## src/include/tmc_pkg.sv

```systemverilog
// constants, codes and carrier types of the temperature measure control
package tmc_pkg;

  // ***************************************************
  // clock and timing
  // ***************************************************
  localparam int CLK_HZ         = 100_000_000;
  localparam int COMMIT_MS      = 6;
  localparam int COMMIT_CYCLES  = COMMIT_MS * (CLK_HZ / 1000);

  // ***************************************************
  // register indices (byte address = 4 * index)
  // ***************************************************
  localparam logic [13:0] IDX_RESULT_HI = 14'h2881;
  localparam logic [13:0] IDX_RESULT_LO = 14'h2882;
  localparam logic [13:0] IDX_BATTERY   = 14'h2885;
  localparam logic [13:0] IDX_CONFIG    = 14'h28A0;
  localparam logic [13:0] IDX_TRIGGER   = 14'h28B4;
  localparam logic [13:0] IDX_IRQ_STAT  = 14'h28C0;
  localparam logic [13:0] IDX_IRQ_MASK  = 14'h28C1;

  // ***************************************************
  // field positions and reset values
  // ***************************************************
  localparam int CFG_BSEL_BIT   = 7;
  localparam int CFG_SUPPLY_BIT = 6;
  localparam int CFG_BATEN_BIT  = 4;
  localparam int CFG_BUSY_BIT   = 3;
  localparam int CFG_PER_MSB    = 2;
  localparam int TRIG_BIT       = 6;
  localparam int LO_FIELD_LSB   = 5;
  localparam logic [7:0] CFG_RESET = 8'h00;
  localparam int IRQ_MEAS_BIT   = 0;
  localparam int IRQ_CFG_BIT    = 1;
  localparam int IRQ_W          = 2;

  // ***************************************************
  // period selector codes and power states
  // ***************************************************
  localparam logic [2:0] PER_MANUAL     = 3'h0;
  localparam logic [2:0] PER_CONTINUOUS = 3'h7;
  localparam int         PER_EXP_BASE   = 3;
  localparam int         RESULT_W       = 11;
  localparam int         BATTERY_W      = 8;

  typedef enum logic [1:0] {
    TMC_FULL_POWER = 2'h0,
    TMC_BROWNOUT   = 2'h1,
    TMC_DISPLAY    = 2'h2,
    TMC_SLEEP      = 2'h3
  } tmc_power_t;

  typedef enum logic [1:0] {
    TMC_IDLE = 2'b01,
    TMC_MEAS = 2'b10
  } tmc_state_t;

  // ***************************************************
  // sensor link carriers
  // ***************************************************
  typedef struct packed {
    logic enable;
    logic battery_meas;
    logic supply_main;
    logic battery_sel;
  } tmc_sense_req_t;

  typedef struct packed {
    logic                   done;
    logic [RESULT_W-1:0]    result;
    logic [BATTERY_W-1:0]   battery;
  } tmc_sense_rsp_t;

endpackage

```

## src/verilog/tmc_commit_timer.sv

```systemverilog
// busy timer for the configuration byte commit
`timescale 1ns/100ps
`default_nettype none
module tmc_commit_timer #(
  parameter int CYCLES = tmc_pkg::COMMIT_CYCLES
) (
  input  wire logic clk_i,
  input  wire logic rst_i,
  input  wire logic start_i,
  output var  logic busy_o,
  output var  logic done_o
);
  localparam int CW = $clog2(CYCLES + 1);
  logic [CW-1:0] cnt_reg;

  initial begin
    if (CYCLES < 1) $error("commit cycles must be at least one");
  end

  // busy from accepted write until the count runs out
  always_ff @(posedge clk_i) begin
    if (rst_i) begin
      cnt_reg <= '0;
      busy_o  <= 1'b0;
      done_o  <= 1'b0;
    end else begin
      done_o <= 1'b0;
      if (start_i && !busy_o) begin
        cnt_reg <= CW'(CYCLES - 1);
        busy_o  <= 1'b1;
      end else if (busy_o) begin
        if (cnt_reg == '0) begin
          busy_o <= 1'b0;
          done_o <= 1'b1;
        end else begin
          cnt_reg <= cnt_reg - 1'b1;
        end
      end
    end
  end
endmodule // tmc_commit_timer
`default_nettype wire

```

## src/verilog/tmc_period_timer.sv

```systemverilog
// seconds counter that schedules periodic measurements
`timescale 1ns/100ps
`default_nettype none
module tmc_period_timer #(
  parameter int CNT_W = 10
) (
  input  wire logic       clk_i,
  input  wire logic       rst_i,
  input  wire logic       restart_i,
  input  wire logic       tick_i,
  input  wire logic [2:0] sel_i,
  output var  logic       due_o
);
  logic [CNT_W-1:0] sec_reg;

  initial begin
    if (CNT_W < 10) $error("counter too narrow for longest interval");
  end

  function automatic logic [CNT_W-1:0] last_sec(input logic [2:0] s);
    last_sec = CNT_W'((1 << (tmc_pkg::PER_EXP_BASE + int'(s))) - 1);
  endfunction

  // interval 2^(3+sel) seconds, restarted on a new selector [RULE8]
  always_ff @(posedge clk_i) begin
    if (rst_i) begin
      sec_reg <= '0;
      due_o   <= 1'b0;
    end else begin
      due_o <= 1'b0;
      if (restart_i) begin
        sec_reg <= '0; // [RULE16]
      end else if (tick_i && sel_i != tmc_pkg::PER_MANUAL &&
                   sel_i != tmc_pkg::PER_CONTINUOUS) begin
        if (sec_reg >= last_sec(sel_i)) begin
          sec_reg <= '0;
          due_o   <= 1'b1;
        end else begin
          sec_reg <= sec_reg + 1'b1;
        end
      end
    end
  end

  a_restart_clears: assert property (@(posedge clk_i) disable iff (rst_i)
    restart_i |=> sec_reg == '0 && !due_o) // [RULE16]
    else $error("period count not restarted");
endmodule // tmc_period_timer
`default_nettype wire

```

## src/verilog/tmc_top.sv

```systemverilog
// temperature measure control: register slave, scheduler, sensor link
//
// Operation
// RULE1: full-power or brownout: setting trigger bit starts one measurement.
// RULE2: software polls trigger until zero before reading result or retrigger.
// RULE3: display-only and sleep: sensor woken at period selector rate.
// RULE4: result upper eight bits in one byte, lower three in next bits 7:5.
// RULE5: result is 11-bit two's complement, -1024 to +1023.
// RULE6: brownout: software sets supply and battery selectors equal.
// RULE7: busy flag while committing config byte; writes ignored, up to 6 ms.
// RULE8: period 0 manual, 1..6 give 2^(3+n) s, 7 continuous.
// RULE9: periodic measurements may be enabled in every power state.
// RULE10: measurement keeps working in sleep with the processor halted.
// RULE11: firmware may switch supply to main if battery measurement stalls.
// RULE12: trigger cleared at completion, ignored in display-only and sleep.
// RULE13: trigger works only while period selector is zero.
// RULE14: battery enable set: battery also measured with each temperature.
// RULE15: supply selector: one main digital supply, zero RTC battery. Here RTC battery is forced in display-only and sleep.
// RULE16: period timed from one-second tick, restarted on selector write.
//
// Implementation choice: register access over Wishbone.
`timescale 1ns/100ps
`default_nettype none
module tmc_top #(
  parameter int COMMIT_CYCLES = tmc_pkg::COMMIT_CYCLES
) (
  input  wire logic                   clk_i,
  input  wire logic                   rst_i,
  // wishbone classic slave
  input  wire logic                   cyc_i,
  input  wire logic                   stb_i,
  input  wire logic                   we_i,
  input  wire logic [15:0]            adr_i,
  input  wire logic [3:0]             sel_i,
  input  wire logic [31:0]            dat_i,
  output var  logic [31:0]            dat_o,
  output var  logic                   ack_o,
  // system
  input  wire logic [1:0]             power_state_i,
  input  wire logic                   sec_tick_i,
  output var  logic                   irq_o,
  // sensing oscillator circuit
  output var  tmc_pkg::tmc_sense_req_t sense_req_o,
  input  wire tmc_pkg::tmc_sense_rsp_t sense_rsp_i
);

  // ***************************************************
  // checks
  // ***************************************************
  initial begin
    if (COMMIT_CYCLES < 1) $error("commit cycles must be at least one");
  end

  // ***************************************************
  // declarations
  // ***************************************************
  tmc_pkg::tmc_state_t            state_reg;
  logic [tmc_pkg::RESULT_W-1:0]   result_reg;
  logic [tmc_pkg::BATTERY_W-1:0]  battery_reg;
  logic [2:0]                     period_reg;
  logic                           supply_reg;
  logic                           bsel_reg;
  logic                           bat_en_reg;
  logic [7:0]                     cfg_pend_reg;
  logic                           trigger_reg;
  logic                           due_pend_reg;
  logic [tmc_pkg::IRQ_W-1:0]      irq_stat_reg;
  logic [tmc_pkg::IRQ_W-1:0]      irq_mask_reg;
  logic [31:0]                    dat_next;
  logic                           wb_req;
  logic                           wb_wr;
  logic                           cfg_busy;
  logic                           cfg_done;
  logic                           period_due;
  logic                           awake;
  logic                           trig_go;
  logic                           auto_go;
  logic                           meas_go;
  logic                           meas_end;
  logic                           cfg_wr;
  logic                           cfg_take;
  logic [tmc_pkg::IRQ_W-1:0]      irq_event;

  function automatic logic hit(input logic [15:0] a,
                               input logic [13:0] idx);
    hit = (a[15:2] == idx);
  endfunction

  // ***************************************************
  // bus request decode
  // ***************************************************
  assign wb_req = cyc_i && stb_i && !ack_o;
  assign wb_wr  = wb_req && we_i && sel_i[0];
  assign cfg_wr = wb_wr && hit(adr_i, tmc_pkg::IDX_CONFIG);
  assign cfg_take = cfg_wr && !cfg_busy; // [RULE7]

  // ***************************************************
  // measurement start conditions
  // ***************************************************
  assign awake = power_state_i == tmc_pkg::TMC_FULL_POWER ||
                 power_state_i == tmc_pkg::TMC_BROWNOUT;

  // manual start only when awake, manual mode and idle
  assign trig_go = wb_wr && hit(adr_i, tmc_pkg::IDX_TRIGGER) &&
                   dat_i[tmc_pkg::TRIG_BIT] && awake &&
                   period_reg == tmc_pkg::PER_MANUAL &&
                   state_reg == tmc_pkg::TMC_IDLE; // [RULE1] [RULE13] [RULE12]

  // periodic start in any power state, halted processor or not
  assign auto_go = state_reg == tmc_pkg::TMC_IDLE && !trig_go && // [RULE9]
                   (due_pend_reg || period_due || // [RULE3] [RULE10]
                    period_reg == tmc_pkg::PER_CONTINUOUS);

  assign meas_go  = trig_go || auto_go;
  assign meas_end = state_reg == tmc_pkg::TMC_MEAS && sense_rsp_i.done;

  // ***************************************************
  // helper timers
  // ***************************************************
  tmc_commit_timer #(
    .CYCLES (COMMIT_CYCLES)
  ) u_commit (
    .clk_i   (clk_i),
    .rst_i   (rst_i),
    .start_i (cfg_take),
    .busy_o  (cfg_busy),
    .done_o  (cfg_done)
  );

  tmc_period_timer #(
    .CNT_W (10)
  ) u_period (
    .clk_i     (clk_i),
    .rst_i     (rst_i),
    .restart_i (cfg_done),
    .tick_i    (sec_tick_i),
    .sel_i     (period_reg),
    .due_o     (period_due)
  );

  // ***************************************************
  // configuration byte: captured on write, applied at commit end
  // ***************************************************
  always_ff @(posedge clk_i) begin
    if (rst_i) begin
      cfg_pend_reg <= tmc_pkg::CFG_RESET;
    end else if (cfg_take) begin
      cfg_pend_reg <= dat_i[7:0]; // [RULE7]
    end
  end

  always_ff @(posedge clk_i) begin
    if (rst_i) begin
      period_reg <= tmc_pkg::CFG_RESET[tmc_pkg::CFG_PER_MSB:0];
      supply_reg <= tmc_pkg::CFG_RESET[tmc_pkg::CFG_SUPPLY_BIT];
      bsel_reg   <= tmc_pkg::CFG_RESET[tmc_pkg::CFG_BSEL_BIT];
      bat_en_reg <= tmc_pkg::CFG_RESET[tmc_pkg::CFG_BATEN_BIT];
    end else if (cfg_done) begin
      period_reg <= cfg_pend_reg[tmc_pkg::CFG_PER_MSB:0]; // [RULE8]
      supply_reg <= cfg_pend_reg[tmc_pkg::CFG_SUPPLY_BIT];
      bsel_reg   <= cfg_pend_reg[tmc_pkg::CFG_BSEL_BIT];
      bat_en_reg <= cfg_pend_reg[tmc_pkg::CFG_BATEN_BIT];
    end
  end

  // ***************************************************
  // measurement sequencing
  // ***************************************************
  always_ff @(posedge clk_i) begin
    if (rst_i) begin
      state_reg <= tmc_pkg::TMC_IDLE;
    end else begin
      case (state_reg)
        tmc_pkg::TMC_IDLE: begin
          if (meas_go) begin
            state_reg <= tmc_pkg::TMC_MEAS;
          end
        end
        tmc_pkg::TMC_MEAS: begin
          if (sense_rsp_i.done) begin
            state_reg <= tmc_pkg::TMC_IDLE;
          end
        end
        default: begin
          state_reg <= tmc_pkg::TMC_IDLE;
        end
      endcase
    end
  end

  // a due tick seen while busy is held until the sensor is free
  always_ff @(posedge clk_i) begin
    if (rst_i) begin
      due_pend_reg <= 1'b0;
    end else if (auto_go || period_reg == tmc_pkg::PER_MANUAL) begin
      due_pend_reg <= 1'b0;
    end else if (period_due) begin
      due_pend_reg <= 1'b1;
    end
  end

  // trigger reads one until the sensor reports done
  always_ff @(posedge clk_i) begin
    if (rst_i) begin
      trigger_reg <= 1'b0;
    end else if (trig_go) begin
      trigger_reg <= 1'b1; // [RULE1]
    end else if (meas_end) begin
      trigger_reg <= 1'b0; // [RULE12]
    end
  end

  // sensor enable and battery fields latched at each start; supply_main follows config every cycle while awake, held low in display-only and sleep
  always_ff @(posedge clk_i) begin
    if (rst_i) begin
      sense_req_o <= '0;
    end else begin
      if (meas_go) begin
        sense_req_o.enable       <= 1'b1;
        sense_req_o.battery_meas <= bat_en_reg; // [RULE14]
        sense_req_o.battery_sel  <= bsel_reg;
      end else if (meas_end) begin
        sense_req_o.enable       <= 1'b0;
        sense_req_o.battery_meas <= 1'b0;
      end
      sense_req_o.supply_main <= supply_reg && awake; // [RULE15]
    end
  end

  // result kept whole as two's complement; split only on read
  always_ff @(posedge clk_i) begin
    if (rst_i) begin
      result_reg  <= '0;
      battery_reg <= '0;
    end else if (meas_end) begin
      result_reg <= sense_rsp_i.result; // [RULE5]
      if (sense_req_o.battery_meas) begin
        battery_reg <= sense_rsp_i.battery; // [RULE14]
      end
    end
  end

  // ***************************************************
  // interrupt status, mask and output
  // ***************************************************
  assign irq_event[tmc_pkg::IRQ_MEAS_BIT] = meas_end;
  assign irq_event[tmc_pkg::IRQ_CFG_BIT]  = cfg_done;

  always_ff @(posedge clk_i) begin
    if (rst_i) begin
      irq_stat_reg <= '0;
    end else if (wb_wr && hit(adr_i, tmc_pkg::IDX_IRQ_STAT)) begin
      irq_stat_reg <= (irq_stat_reg & ~dat_i[tmc_pkg::IRQ_W-1:0]) |
                      irq_event;
    end else begin
      irq_stat_reg <= irq_stat_reg | irq_event;
    end
  end

  always_ff @(posedge clk_i) begin
    if (rst_i) begin
      irq_mask_reg <= '0;
    end else if (wb_wr && hit(adr_i, tmc_pkg::IDX_IRQ_MASK)) begin
      irq_mask_reg <= dat_i[tmc_pkg::IRQ_W-1:0];
    end
  end

  always_ff @(posedge clk_i) begin
    if (rst_i) begin
      irq_o <= 1'b0;
    end else begin
      irq_o <= |(irq_stat_reg & irq_mask_reg);
    end
  end

  // ***************************************************
  // read data and acknowledge
  // ***************************************************
  always_comb begin
    dat_next = '0;
    case (adr_i[15:2])
      tmc_pkg::IDX_RESULT_HI: begin
        dat_next[7:0] = result_reg[10:3]; // [RULE4]
      end
      tmc_pkg::IDX_RESULT_LO: begin
        dat_next[7:tmc_pkg::LO_FIELD_LSB] = result_reg[2:0]; // [RULE4]
      end
      tmc_pkg::IDX_BATTERY: begin
        dat_next[7:0] = battery_reg;
      end
      tmc_pkg::IDX_CONFIG: begin
        dat_next[tmc_pkg::CFG_BSEL_BIT]   = bsel_reg;
        dat_next[tmc_pkg::CFG_SUPPLY_BIT] = supply_reg;
        dat_next[tmc_pkg::CFG_BATEN_BIT]  = bat_en_reg;
        dat_next[tmc_pkg::CFG_BUSY_BIT]   = cfg_busy; // [RULE7]
        dat_next[tmc_pkg::CFG_PER_MSB:0]  = period_reg;
      end
      tmc_pkg::IDX_TRIGGER: begin
        dat_next[tmc_pkg::TRIG_BIT] = trigger_reg;
      end
      tmc_pkg::IDX_IRQ_STAT: begin
        dat_next[tmc_pkg::IRQ_W-1:0] = irq_stat_reg;
      end
      tmc_pkg::IDX_IRQ_MASK: begin
        dat_next[tmc_pkg::IRQ_W-1:0] = irq_mask_reg;
      end
      default: begin
        dat_next = '0;
      end
    endcase
  end

  // one wait state; unmapped addresses answer with zero
  always_ff @(posedge clk_i) begin
    if (rst_i) begin
      ack_o <= 1'b0;
      dat_o <= '0;
    end else begin
      ack_o <= wb_req;
      if (wb_req && !we_i) begin
        dat_o <= dat_next;
      end
    end
  end

  // ***************************************************
  // assertions
  // ***************************************************
  a_trig_start: assert property (@(posedge clk_i) disable iff (rst_i) // [RULE1]
    trig_go |=> sense_req_o.enable && trigger_reg)
    else $error("trigger did not start a measurement");
  a_trig_gate: assert property (@(posedge clk_i) disable iff (rst_i) // [RULE13]
    (state_reg == tmc_pkg::TMC_IDLE && wb_wr &&
     hit(adr_i, tmc_pkg::IDX_TRIGGER) &&
     (!awake || period_reg != tmc_pkg::PER_MANUAL))
    |=> !trigger_reg)
    else $error("trigger accepted outside manual awake mode");
  a_trig_clear: assert property (@(posedge clk_i) disable iff (rst_i) // [RULE12]
    meas_end |=> !trigger_reg && !sense_req_o.enable)
    else $error("trigger not cleared at completion");
  a_period_run: assert property (@(posedge clk_i) disable iff (rst_i) // [RULE3]
    (period_due && state_reg == tmc_pkg::TMC_IDLE && !trig_go)
    |=> sense_req_o.enable)
    else $error("periodic measurement not started");
  a_continuous_run: assert property (@(posedge clk_i) disable iff (rst_i) // [RULE8]
    (period_reg == tmc_pkg::PER_CONTINUOUS && meas_end && !cfg_done)
    |=> ##1 sense_req_o.enable)
    else $error("continuous mode did not restart");
  a_busy_lock: assert property (@(posedge clk_i) disable iff (rst_i) // [RULE7]
    (cfg_busy && cfg_wr) |=> $stable(cfg_pend_reg))
    else $error("config write taken while busy");
  a_result_split: assert property (@(posedge clk_i) disable iff (rst_i) // [RULE4]
    (wb_req && !we_i && hit(adr_i, tmc_pkg::IDX_RESULT_LO))
    |=> dat_o[7:tmc_pkg::LO_FIELD_LSB] == $past(result_reg[2:0]) &&
        dat_o[4:0] == 5'h00)
    else $error("low result byte misplaced");
  a_result_capture: assert property (@(posedge clk_i) disable iff (rst_i) // [RULE5]
    meas_end |=> result_reg == $past(sense_rsp_i.result))
    else $error("result not captured");
  a_supply_sleep: assert property (@(posedge clk_i) disable iff (rst_i) // [RULE15]
    !awake |=> !sense_req_o.supply_main)
    else $error("main supply chosen in low-power state");
  a_battery_meas: assert property (@(posedge clk_i) disable iff (rst_i) // [RULE14]
    meas_go |=> sense_req_o.battery_meas == $past(bat_en_reg))
    else $error("battery measurement flag wrong");

endmodule // tmc_top
`default_nettype wire
```

## config.mk

```make
export PLATFORM = sky130hd
export DESIGN_NAME = tmc_top
export DESIGN_NICKNAME = d
export VERILOG_FILES = /design/src/include/tmc_pkg.sv /design/src/verilog/tmc_commit_timer.sv /design/src/verilog/tmc_period_timer.sv /design/src/verilog/tmc_top.sv
export SDC_FILE = /design/constraint.sdc
export NUM_CORES = 1
export LEC_CHECK = 0
export BUFFER_PORTS_ARGS = -buffer_cell sky130_fd_sc_hd__buf_2
export CAP_MARGIN = 20
export CORE_MARGIN = 2
export CORE_UTILIZATION = 35
export DETAILED_ROUTE_END_ITERATION = 16
export HOLD_SLACK_MARGIN = 0.1
export SLEW_MARGIN = 10
export SYNTH_ARGS = -nofsm -noshare
export SYNTH_HDL_FRONTEND = slang
export SYNTH_SLANG_ARGS = --single-unit
```

## constraint.sdc

```tcl
create_clock -name clk_i -period 5.7 [get_ports clk_i]
set_input_delay 0.57 -clock clk_i [delete_from_list [all_inputs] [get_ports clk_i]]
set_output_delay 0.57 -clock clk_i [all_outputs]
set_load 0.05 [all_outputs]
```

[Word level (Yosys, flattened, before mapping)]
Index checks and enable logic that the tools add are counted.
Word-level totals
  flip-flop bits (word level): 88
  input port bits: 80
  output and inout port bits: 38
  logic and storage cells: 123
Operators by class
  add/subtract/negate cells: 4
  order comparisons: 1
  equality and inequality tests: 15
  shifts and indexed selects: 1
  multiplexer cells: 22
  bitwise gates (word level): 8
  reductions and logical operators: 47
Operators by type and width (count)
  $eq A14 B14 Y1 const B: 7
  $mux W20: 3
  $shl A1 B32 Y10 const A: 1
  $logic_and A1 B1 Y1: 21
  $logic_not A20 Y1: 1
  $sub A20 B1 Y20 const B: 1
  $add A10 B1 Y10 const B: 1
  $ge A10 B10 Y1: 1
  $mux W10: 1
  $mux W2: 5
  $pmux W2 S5: 1
  $sub A10 B2 Y10 const B: 1
  $pmux W3 S3: 1
  $reduce_and A2 Y1: 4
  $reduce_or A2 Y1: 4
  $mux W1: 7
  $reduce_bool A2 Y1: 3
  $reduce_or A3 Y1: 2
  $logic_or A1 B1 Y1: 5
  $pmux W1 S5: 1
  $add A2 B3 Y4 const A: 1
  $and A2 B2 Y2: 2
  $eq A2 B1 Y1 const B: 2
  $logic_not A1 Y1: 4
  other kinds (14): 18

[Depth between registers and ports, before layout]
Gate-level depths: netlist (run 1).
  depth in word-level cells: 15
  depth in mapped cells: 11
  depth with buffers taken out: 10

[By module]
A second synthesis (run 1) with hierarchy kept.
Second synthesis, totals
  cells, all modules: 548
  area total of the unflattened synthesis: 4593.2 um^2
By module, submodules not included
  tmc_top: times used 1, cells each 317, area an instance 2626.3 um^2, seq. area each 1061.0 um^2
  tmc_commit_timer: times used 1, cells each 125, area an instance 1152.4 um^2, seq. area each 440.4 um^2
  tmc_period_timer: times used 1, cells each 106, area an instance 814.5 um^2, seq. area each 220.2 um^2

[Worst setup path before layout (run 1)]
OpenSTA, ideal clock, no wires.
  kind: in2reg
  from: in adr_i[3]
  to: reg state_reg[0]
  setup time: 0.123 ns
  arrival: 2.131 ns
  data required time: 5.577 ns
  setup slack: 3.446 ns
  stages: 6
  path buffers: 1
  path through: clkbuf_1 -> or3b_2 -> nor4_1 -> a21bo_2 -> a21oi_1 -> or2_2
Between the ends
  longest elaborated chain between the ends: 12
RTL lines
  start: declaration: RTL line tmc_top.sv:33  | input wire logic [15:0] adr_i,
  $eq A14 B14 Y1 *: RTL line tmc_top.sv:86  | hit = (a[15:2] == idx);
  $logic_and A1 B1 Y1 * (2 in a row): RTL line tmc_top.sv:104  | assign trig_go = wb_wr && hit(adr_i, tmc_pkg::IDX_TRIGGER) &&
  $logic_and A1 B1 Y1 * (2 in a row): RTL line tmc_top.sv:105  | dat_i[tmc_pkg::TRIG_BIT] && awake &&
  $logic_and A1 B1 Y1 *: RTL line tmc_top.sv:106  | period_reg == tmc_pkg::PER_MANUAL &&
  $logic_not A1 Y1: RTL line tmc_top.sv:110  | assign auto_go = state_reg == tmc_pkg::TMC_IDLE && !trig_go &&
  $logic_and A1 B1 Y1 (2 in a row): RTL line tmc_top.sv:110
  $logic_or A1 B1 Y1 *: RTL line tmc_top.sv:114  | assign meas_go = trig_go || auto_go;
  $ne A2 B2 Y1 (no source line) *
  $reduce_and A2 Y1 (no source line) *
  end signal: assignment: RTL line tmc_top.sv:171  | state_reg <= tmc_pkg::TMC_IDLE;
  end signal: assignment: RTL line tmc_top.sv:176  | state_reg <= tmc_pkg::TMC_MEAS;
  end signal: assignment: RTL line tmc_top.sv:181  | state_reg <= tmc_pkg::TMC_IDLE;
  end: declaration: RTL line tmc_top.sv:57  | tmc_pkg::tmc_state_t state_reg;
Mark *: on every way between the ends. The rest lies on a longest branch, timed or not.
A chain may end at the register's enable or synchronous reset.

[Worst setup path in the final report (run 1)]
  from: reg period_reg[2]
  to: reg u_period.sec_reg[4]
Between the ends
  longest elaborated chain between the ends: 5
  elaborated cells on any way between the ends: 9
  classes of those cells: 2 x add/sub; 1 x order compare; 1 x eq/ne; 1 x shift; 1 x mux; 3 x reduce/logical
RTL lines
  start: declaration: RTL line tmc_top.sv:60  | logic [2:0] period_reg;
  start signal: assignment: RTL line tmc_top.sv:154  | period_reg <= tmc_pkg::CFG_RESET[tmc_pkg::CFG_PER_MSB:0];
  start signal: assignment: RTL line tmc_top.sv:159  | period_reg <= cfg_pend_reg[tmc_pkg::CFG_PER_MSB:0];
  $add A2 B3 Y4: RTL line tmc_period_timer.sv:21  | last_sec = CNT_W'((1 << (tmc_pkg::PER_EXP_BASE + int'(s))) - 1);
  $shl A1 B32 Y10: RTL line tmc_period_timer.sv:21
  $sub A10 B2 Y10: RTL line tmc_period_timer.sv:21
  $ge A10 B10 Y1: RTL line tmc_period_timer.sv:35  | if (sec_reg >= last_sec(sel_i)) begin
  $mux W10: RTL line tmc_period_timer.sv:35
  end signal: assignment: RTL line tmc_period_timer.sv:39  | sec_reg <= sec_reg + 1'b1;
  end: declaration: RTL line tmc_period_timer.sv:14  | logic [CNT_W-1:0] sec_reg;
Several ways; a longest one is shown, not always the timed one.

==> impl_metrics.toml, run 1 <==
[worst_hold_path]
hp-class = "register to register"

[cells_and_area]
antenna_cells = 0
final_cell_area_um2 = 5066
nets = 667
area_growth_syn_to_layout_pct = 13.96
largest_reg_flops = 20
post_route_cells_drive_above_1_share_pct = 17.27

[worst_setup_path]
cp_max_fo = 11
startpoint = "period_reg[2]"
worstSetupPathType = "register to register"
reg2reg_depth = 7
cp.arrival_ns = 2.67
crit_end = "u_period.sec_reg[4]"
crit-reg2reg-launch = "period_reg[2]"
critPathRequiredTime_ns = 5.87
startpoint_type = "register"
crit_path_end_kind = "register"
r2r_setup_slack_ns = 3.20
r2r_end = "u_period.sec_reg[4]"

[clock_tree]
cts_root_buf = "clkbuf_16"
clk_pin_slew_ns = 0.06
post_cts_resized = 0
cts_num_sinks = 86
clk_path_buf_depth = 2
cts_tree = "done"
htreeDepth = 3
holdBufCountCts = 0
post-cts-setup-buffers = 0
clk_latency_ns = 0.34
cts_buffers = 9

[yosys]
synth_area_leaders = "dfxtp_1, nand2_1, a21oi_1"
yosysMostFrequentCell = "dfxtp_1"
synthTopCellsByCount = "dfxtp_1, nand2_1, a21oi_1"
synth_warnings = 0
synth_area_leader_cell = "dfxtp_1"
syn_area_um2 = 4446
ys_seq_area_share_pct = 38.73
async_flop_share_pct = 0
syn_avg_cell_area_um2 = 8.436
synth_top_area_share_pct = 38.73
synth_edf_count = 0
synth_seq_cells = 86
netlist_instances = 527
ys.flop_type = "dfxtp_1"
synth_cell_type_count = 66

[power]
total_power_uw = 1304
switching_power_uw = 315.1
leakage_uw = 0.001829
pwr-share-seq_pct = 46.3
ir_drop_mv = 0.1189
switching_share_pct = 24.16
clkPwrFrac_pct = 46.1
combPwrFrac_pct = 7.6
cellInternalPower_uw = 989.1
powerDensity_nw_per_um2 = 257.4

[sta]
tightestPinTransition_ns = 1.012
finalSetupViolCount = 0
fin_skew_ns = 0.006240
slew_violations = 0
fin_crit_sh_pct = 43.80
tns_ns = 0
setup_ws_ns = 3.203
timing.fmax_mhz = 400.6
finalHoldViolations = 0
fin_crit_ns = 2.497
rsz0062_at_grt = "false"
slew_headroom_pct = 32.00

[floorplan]
fp.dieH_um = 116.7
num_rows = 41
dieArea_um2 = 13620
die_x_um = 116.7
ioPinCount = 118
core-area_um2 = 12520
start_util_pct = 35.52

[global_routing]
grt.total_usage_pct = 16.38
antenna_found_initial = 0
grt_start_max_net_pins = 47
grt_pass1_vias = 3497
grt_pass1_wl_mm = 17.38
overflow = 0

[placed_design]
place_ws_ns = 2.949
placed_area_um2 = 4756
gp_congestion = 0.8775
hpwl_mm = 8.125
io_buffers = 61

[drt]
via_per_inst = 5.206
ant_nets = 0
drc = 0
drt-total-wl_mm = 10.87
drtIter0Drc = 180
drt-pass1-iter-count = 5
wl_per_cell_um = 14.48
dr_total_vias = 3910

[run]
max-cap-violations = 0

[status]
status = "finished, final reports clean"
cells in the final DEF, fill, tap and decap left out, drive strengths merged, types with 8 or more instances in the layout:
cell type / count
ha: 13
mux2i: 11
xnor2: 10
nor2: 40
nand2: 80
a211oi: 20
a21oi: 44
a31oi: 8
inv: 9
or2: 8
nor3: 17
buf: 62
o21ai: 13
nand4: 8
dfxtp: 86
conb: 27
clkbuf: 11
nand3: 11
power groups by stage:
stage / clock network (uW) / logic, uW / registers, uW
2_1_floorplan: 0 / 76.6 / 622
3_3_place_gp: 0 / 97.9 / 617
3_5_place_dp: 0 / 98.7 / 617
4_1_cts: 616 / 98.9 / 604
5_1_grt: 646 / 107 / 603
6_report: 602 / 98.9 / 604
per-layer routing:
metal	share of wire, %	GRT usage, %
met1	46	22.19
met2	48	26.32
met3	4.9	3.321
met4	1.2	5.020
met5	0	0
critical path: stages (launching register included):
cell and delay [ns]:
dfxtp_1 0.49, or2_2 0.20, mux2_2 0.33, ha_1 0.27
o21a_1 0.11, o211ai_1 0.08, o211ai_1 0.67, a211oi_1 0.19
worst min-delay path by stage:
| stage | end | cells after the start | startpoint |
|---|---|---|---|
| final | cfg_pend_reg[0] | 2 | cfg_pend_reg[0] |
| after global routing | sense_req_o[1] | 2 | power_state_i[1] |
| after CTS | cfg_pend_reg[0] | 2 | cfg_pend_reg[0] |
| after detailed placement | cfg_pend_reg[0] | 2 | cfg_pend_reg[0] |
| after global placement | cfg_pend_reg[0] | 2 | cfg_pend_reg[0] |
| after floorplan | result_reg[0] | 2 | result_reg[0] |
through the flow:
stage	instances	utilization, %	hold slack (ns)
floorplan	552	-	0.4312
global placement	735	37.99	0.4390
detailed placement	735	37.99	0.4464
CTS	751	40.47	0.4533
global route	751	40.47	0.4607
finish	751	40.47	0.4502
final cells by class:
cell class | instances | area (um2)
clock buffer | 11 | 252.7
multi-input combinational | 406 | 2472
timing repair buffer | 62 | 312.8
clock inverter | 5 | 57.56
sequential | 86 | 1722
tap | 172 | 215.2
fill | 1332 | 7451
inverter | 9 | 33.78
cells by family (layout without fill, tap and decap cells):
logic type      count (synthesis)  in the layout  synth area share, %
mux                            14             14                3.237
simple gates                  218            218                25.84
other cells                     2             27               0.1689
buf+inv                        60             87                7.768
xor+xnor                       16             16                3.152
flops                          86             86                38.73
compound gates                118            118                17.45
fa+ha+maj                      13             13                3.659
Power figures use the tool's default switching activity.
==> run 2: changes to the inputs <==
- ABC_AREA: default -> 1
- clock period: 5.7 -> 2.2 ns (I/O delays scaled with it)
==> impl_metrics.toml, run 2 <==
[status]
status = "finished, final reports clean"

[yosys]
synth_top_area_share_pct = 35.94
synth_area_leader_cell = "dfxtp_1"
yosysMostFrequentCell = "nand2_1"
synth_edf_count = 0
syn_avg_cell_area_um2 = 7.035
synth_cell_type_count = 42
ys_seq_area_share_pct = 35.94
async_flop_share_pct = 0
synth_warnings = 0
netlist_instances = 681
synth_seq_cells = 86
ys.flop_type = "dfxtp_1"
synth_area_leaders = "dfxtp_1, nand2_1, a21oi_1"
synthTopCellsByCount = "nand2_1, dfxtp_1, nor2_1"
syn_area_um2 = 4791

[floorplan]
core-area_um2 = 13300
ioPinCount = 118
die_x_um = 121.0
dieArea_um2 = 14640
start_util_pct = 36.03
fp.dieH_um = 121.0
num_rows = 42

[power]
switching_share_pct = 23.52
powerDensity_nw_per_um2 = 645.5
clkPwrFrac_pct = 49.2
pwr-share-seq_pct = 43.7
total_power_uw = 3577
leakage_uw = 0.002596
combPwrFrac_pct = 7.1
switching_power_uw = 841.1
ir_drop_mv = 0.4153
cellInternalPower_uw = 2736

[sta]
timing.fmax_mhz = 518.9
tns_ns = 0
fin_skew_ns = 0.003506
slew_violations = 0
rsz0062_at_grt = "false"
setup_ws_ns = 0.2728
slew_headroom_pct = 64.31
hold_ws_ns = 0.1443
tightestPinTransition_ns = 0.5305
fin_crit_ns = 1.927
finalHoldViolations = 0
fin_crit_sh_pct = 87.60
finalSetupViolCount = 0

[worst_setup_path]
startpoint = "u_commit.cnt_reg[0]"
r2r_setup_slack_ns = 0.27
r2r_end = "u_commit.cnt_reg[2]"
cp.arrival_ns = 2.17
path_common_cell = "inv_2"
worstSetupPathType = "register to register"
crit_end = "u_commit.cnt_reg[2]"
cpPeakStageDelay_ns = 0.34
cp_slowest_cell = "dfxtp_1"
crit-reg2reg-launch = "u_commit.cnt_reg[0]"
critPathRequiredTime_ns = 2.44
path_cells = "inv_2 > ha_1 > nand2_2 > nor2_4 > nand3_4 > nand2_4 > inv_2 > nand3b_1 > nand3_1 > and2_1"
cp_max_fo = 11
startpoint_type = "register"
crit_path_end_kind = "register"
reg2reg_depth = 10

[clock_tree]
cts_tree = "done"
clk_path_buf_depth = 2
htreeDepth = 3
post-cts-setup-buffers = 0
cts_buffers = 9
cts_root_buf = "clkbuf_16"
clk_pin_slew_ns = 0.06
cts_num_sinks = 86
clk_latency_ns = 0.34

[cells_and_area]
antenna_cells = 0
area_growth_syn_to_layout_pct = 15.67
largest_reg_flops = 20
post_route_cells_drive_above_1_share_pct = 17.49
final_common_cell = "nand2_1"
final_cell_mix = "nand2_1, dfxtp_1, nor2_1, inv_1, buf_2"
nets = 837
fillerInstances = 1411

[drt]
via_per_inst = 4.570
drt-pass1-iter-count = 4
wl_per_cell_um = 12.46
drtIter0Drc = 263
ant_nets = 0
drt-total-wl_mm = 11.53
dr_total_vias = 4227
drc = 0

[global_routing]
grt_pass1_wl_mm = 19.13
grt_start_max_net_pins = 31
grt.total_usage_pct = 16.64
antenna_found_initial = 0
grt_pass1_vias = 3930
overflow = 0

[placed_design]
place_ws_ns = 0.1993
io_buffers = 61
hpwl_mm = 8.788
gp_congestion = 0.8381

[worst_hold_path]
worstHoldStart = "sense_rsp_i[14]"
hp-class = "input port to register"

[run]
max-cap-violations = 0
## run 2: cell types whose count changed after synthesis, sizes merged, moves of 11 or more
cell / previous run / this run
a21oi: 44 / 62
a211oi: 20 / 0
inv: 9 / 75
nand2: 80 / 148
o21ai: 13 / 43
nand3: 11 / 62
nor2: 40 / 86
mux2i: 11 / 0
## run 2: cells by family after synthesis
group / after synthesis / synth area share [%]
other: 2 / 0.1568
AND/OR/NAND/NOR: 333 / 33.32
XOR/XNOR: 15 / 2.742
buffers and inverters: 120 / 12.01
flip-flops: 86 / 35.94
AO/OA/AOI/OAI: 112 / 12.43
adder cells (fa/ha/maj): 13 / 3.395
## run 2: power groups by stage
stage | registers (uW) | logic (uW) | clock network, uW
2_1_floorplan | 1610 | 195 | 0
3_3_place_gp | 1600 | 254 | 0
3_5_place_dp | 1600 | 255 | 0
4_1_cts | 1560 | 256 | 1790
5_1_grt | 1560 | 279 | 1850
6_report | 1560 | 256 | 1760
## run 2: layout make-up
cell class | count | area, um2 | area share, %
clock inverter | 5 | 107.6 | 1.942
inverter | 75 | 281.5 | 5.080
multi-input combinational | 500 | 2590 | 46.74
clock buffer | 11 | 232.7 | 4.200
sequential | 86 | 1722 | 31.07
timing repair buffer | 72 | 387.9 | 6.999
tap | 176 | 220.2 | 3.974
## run 2: metrics by stage
stage	util (%)	instances	instance area (um2)
3_5_place_dp	39.10	909	5199
4_1_cts	41.66	925	5539
2_1_floorplan	-	706	4885
3_3_place_gp	39.10	909	5199
6_report	41.68	925	5542
5_1_grt	41.68	925	5542
## run 2: how the worst min path moves through the flow
stage / endpoint / cells past startpoint
finish: result_reg[6] / 3
floorplan: result_reg[10] / 2
global route: result_reg[2] / 3
CTS: result_reg[6] / 3
global placement: result_reg[3] / 2
detailed placement: result_reg[0] / 2
## run 2: per-layer routing
layer  track usage (%)  up-vias  share of wire [%]
met3             3.430       11                4.5
met2             26.51       85                 46
met1             21.78     1845                 48
li1                  -     2286                  -
met5                 0        -                  0
met4             7.122        0                1.9
## run 2: worst max-delay path, delay by kind of cell (launching register included)
kind,cells,cell delay (ns)
flops,1,0.34
fa+ha+maj,1,0.32
buf+inv,2,0.28
simple gates,7,0.88
## run 2: repair_timing
action | in CTS | in global routing
hold buffers | 0 | 0
resized for setup | 0 | 1
endpoints found under the setup margin | 0 | 10
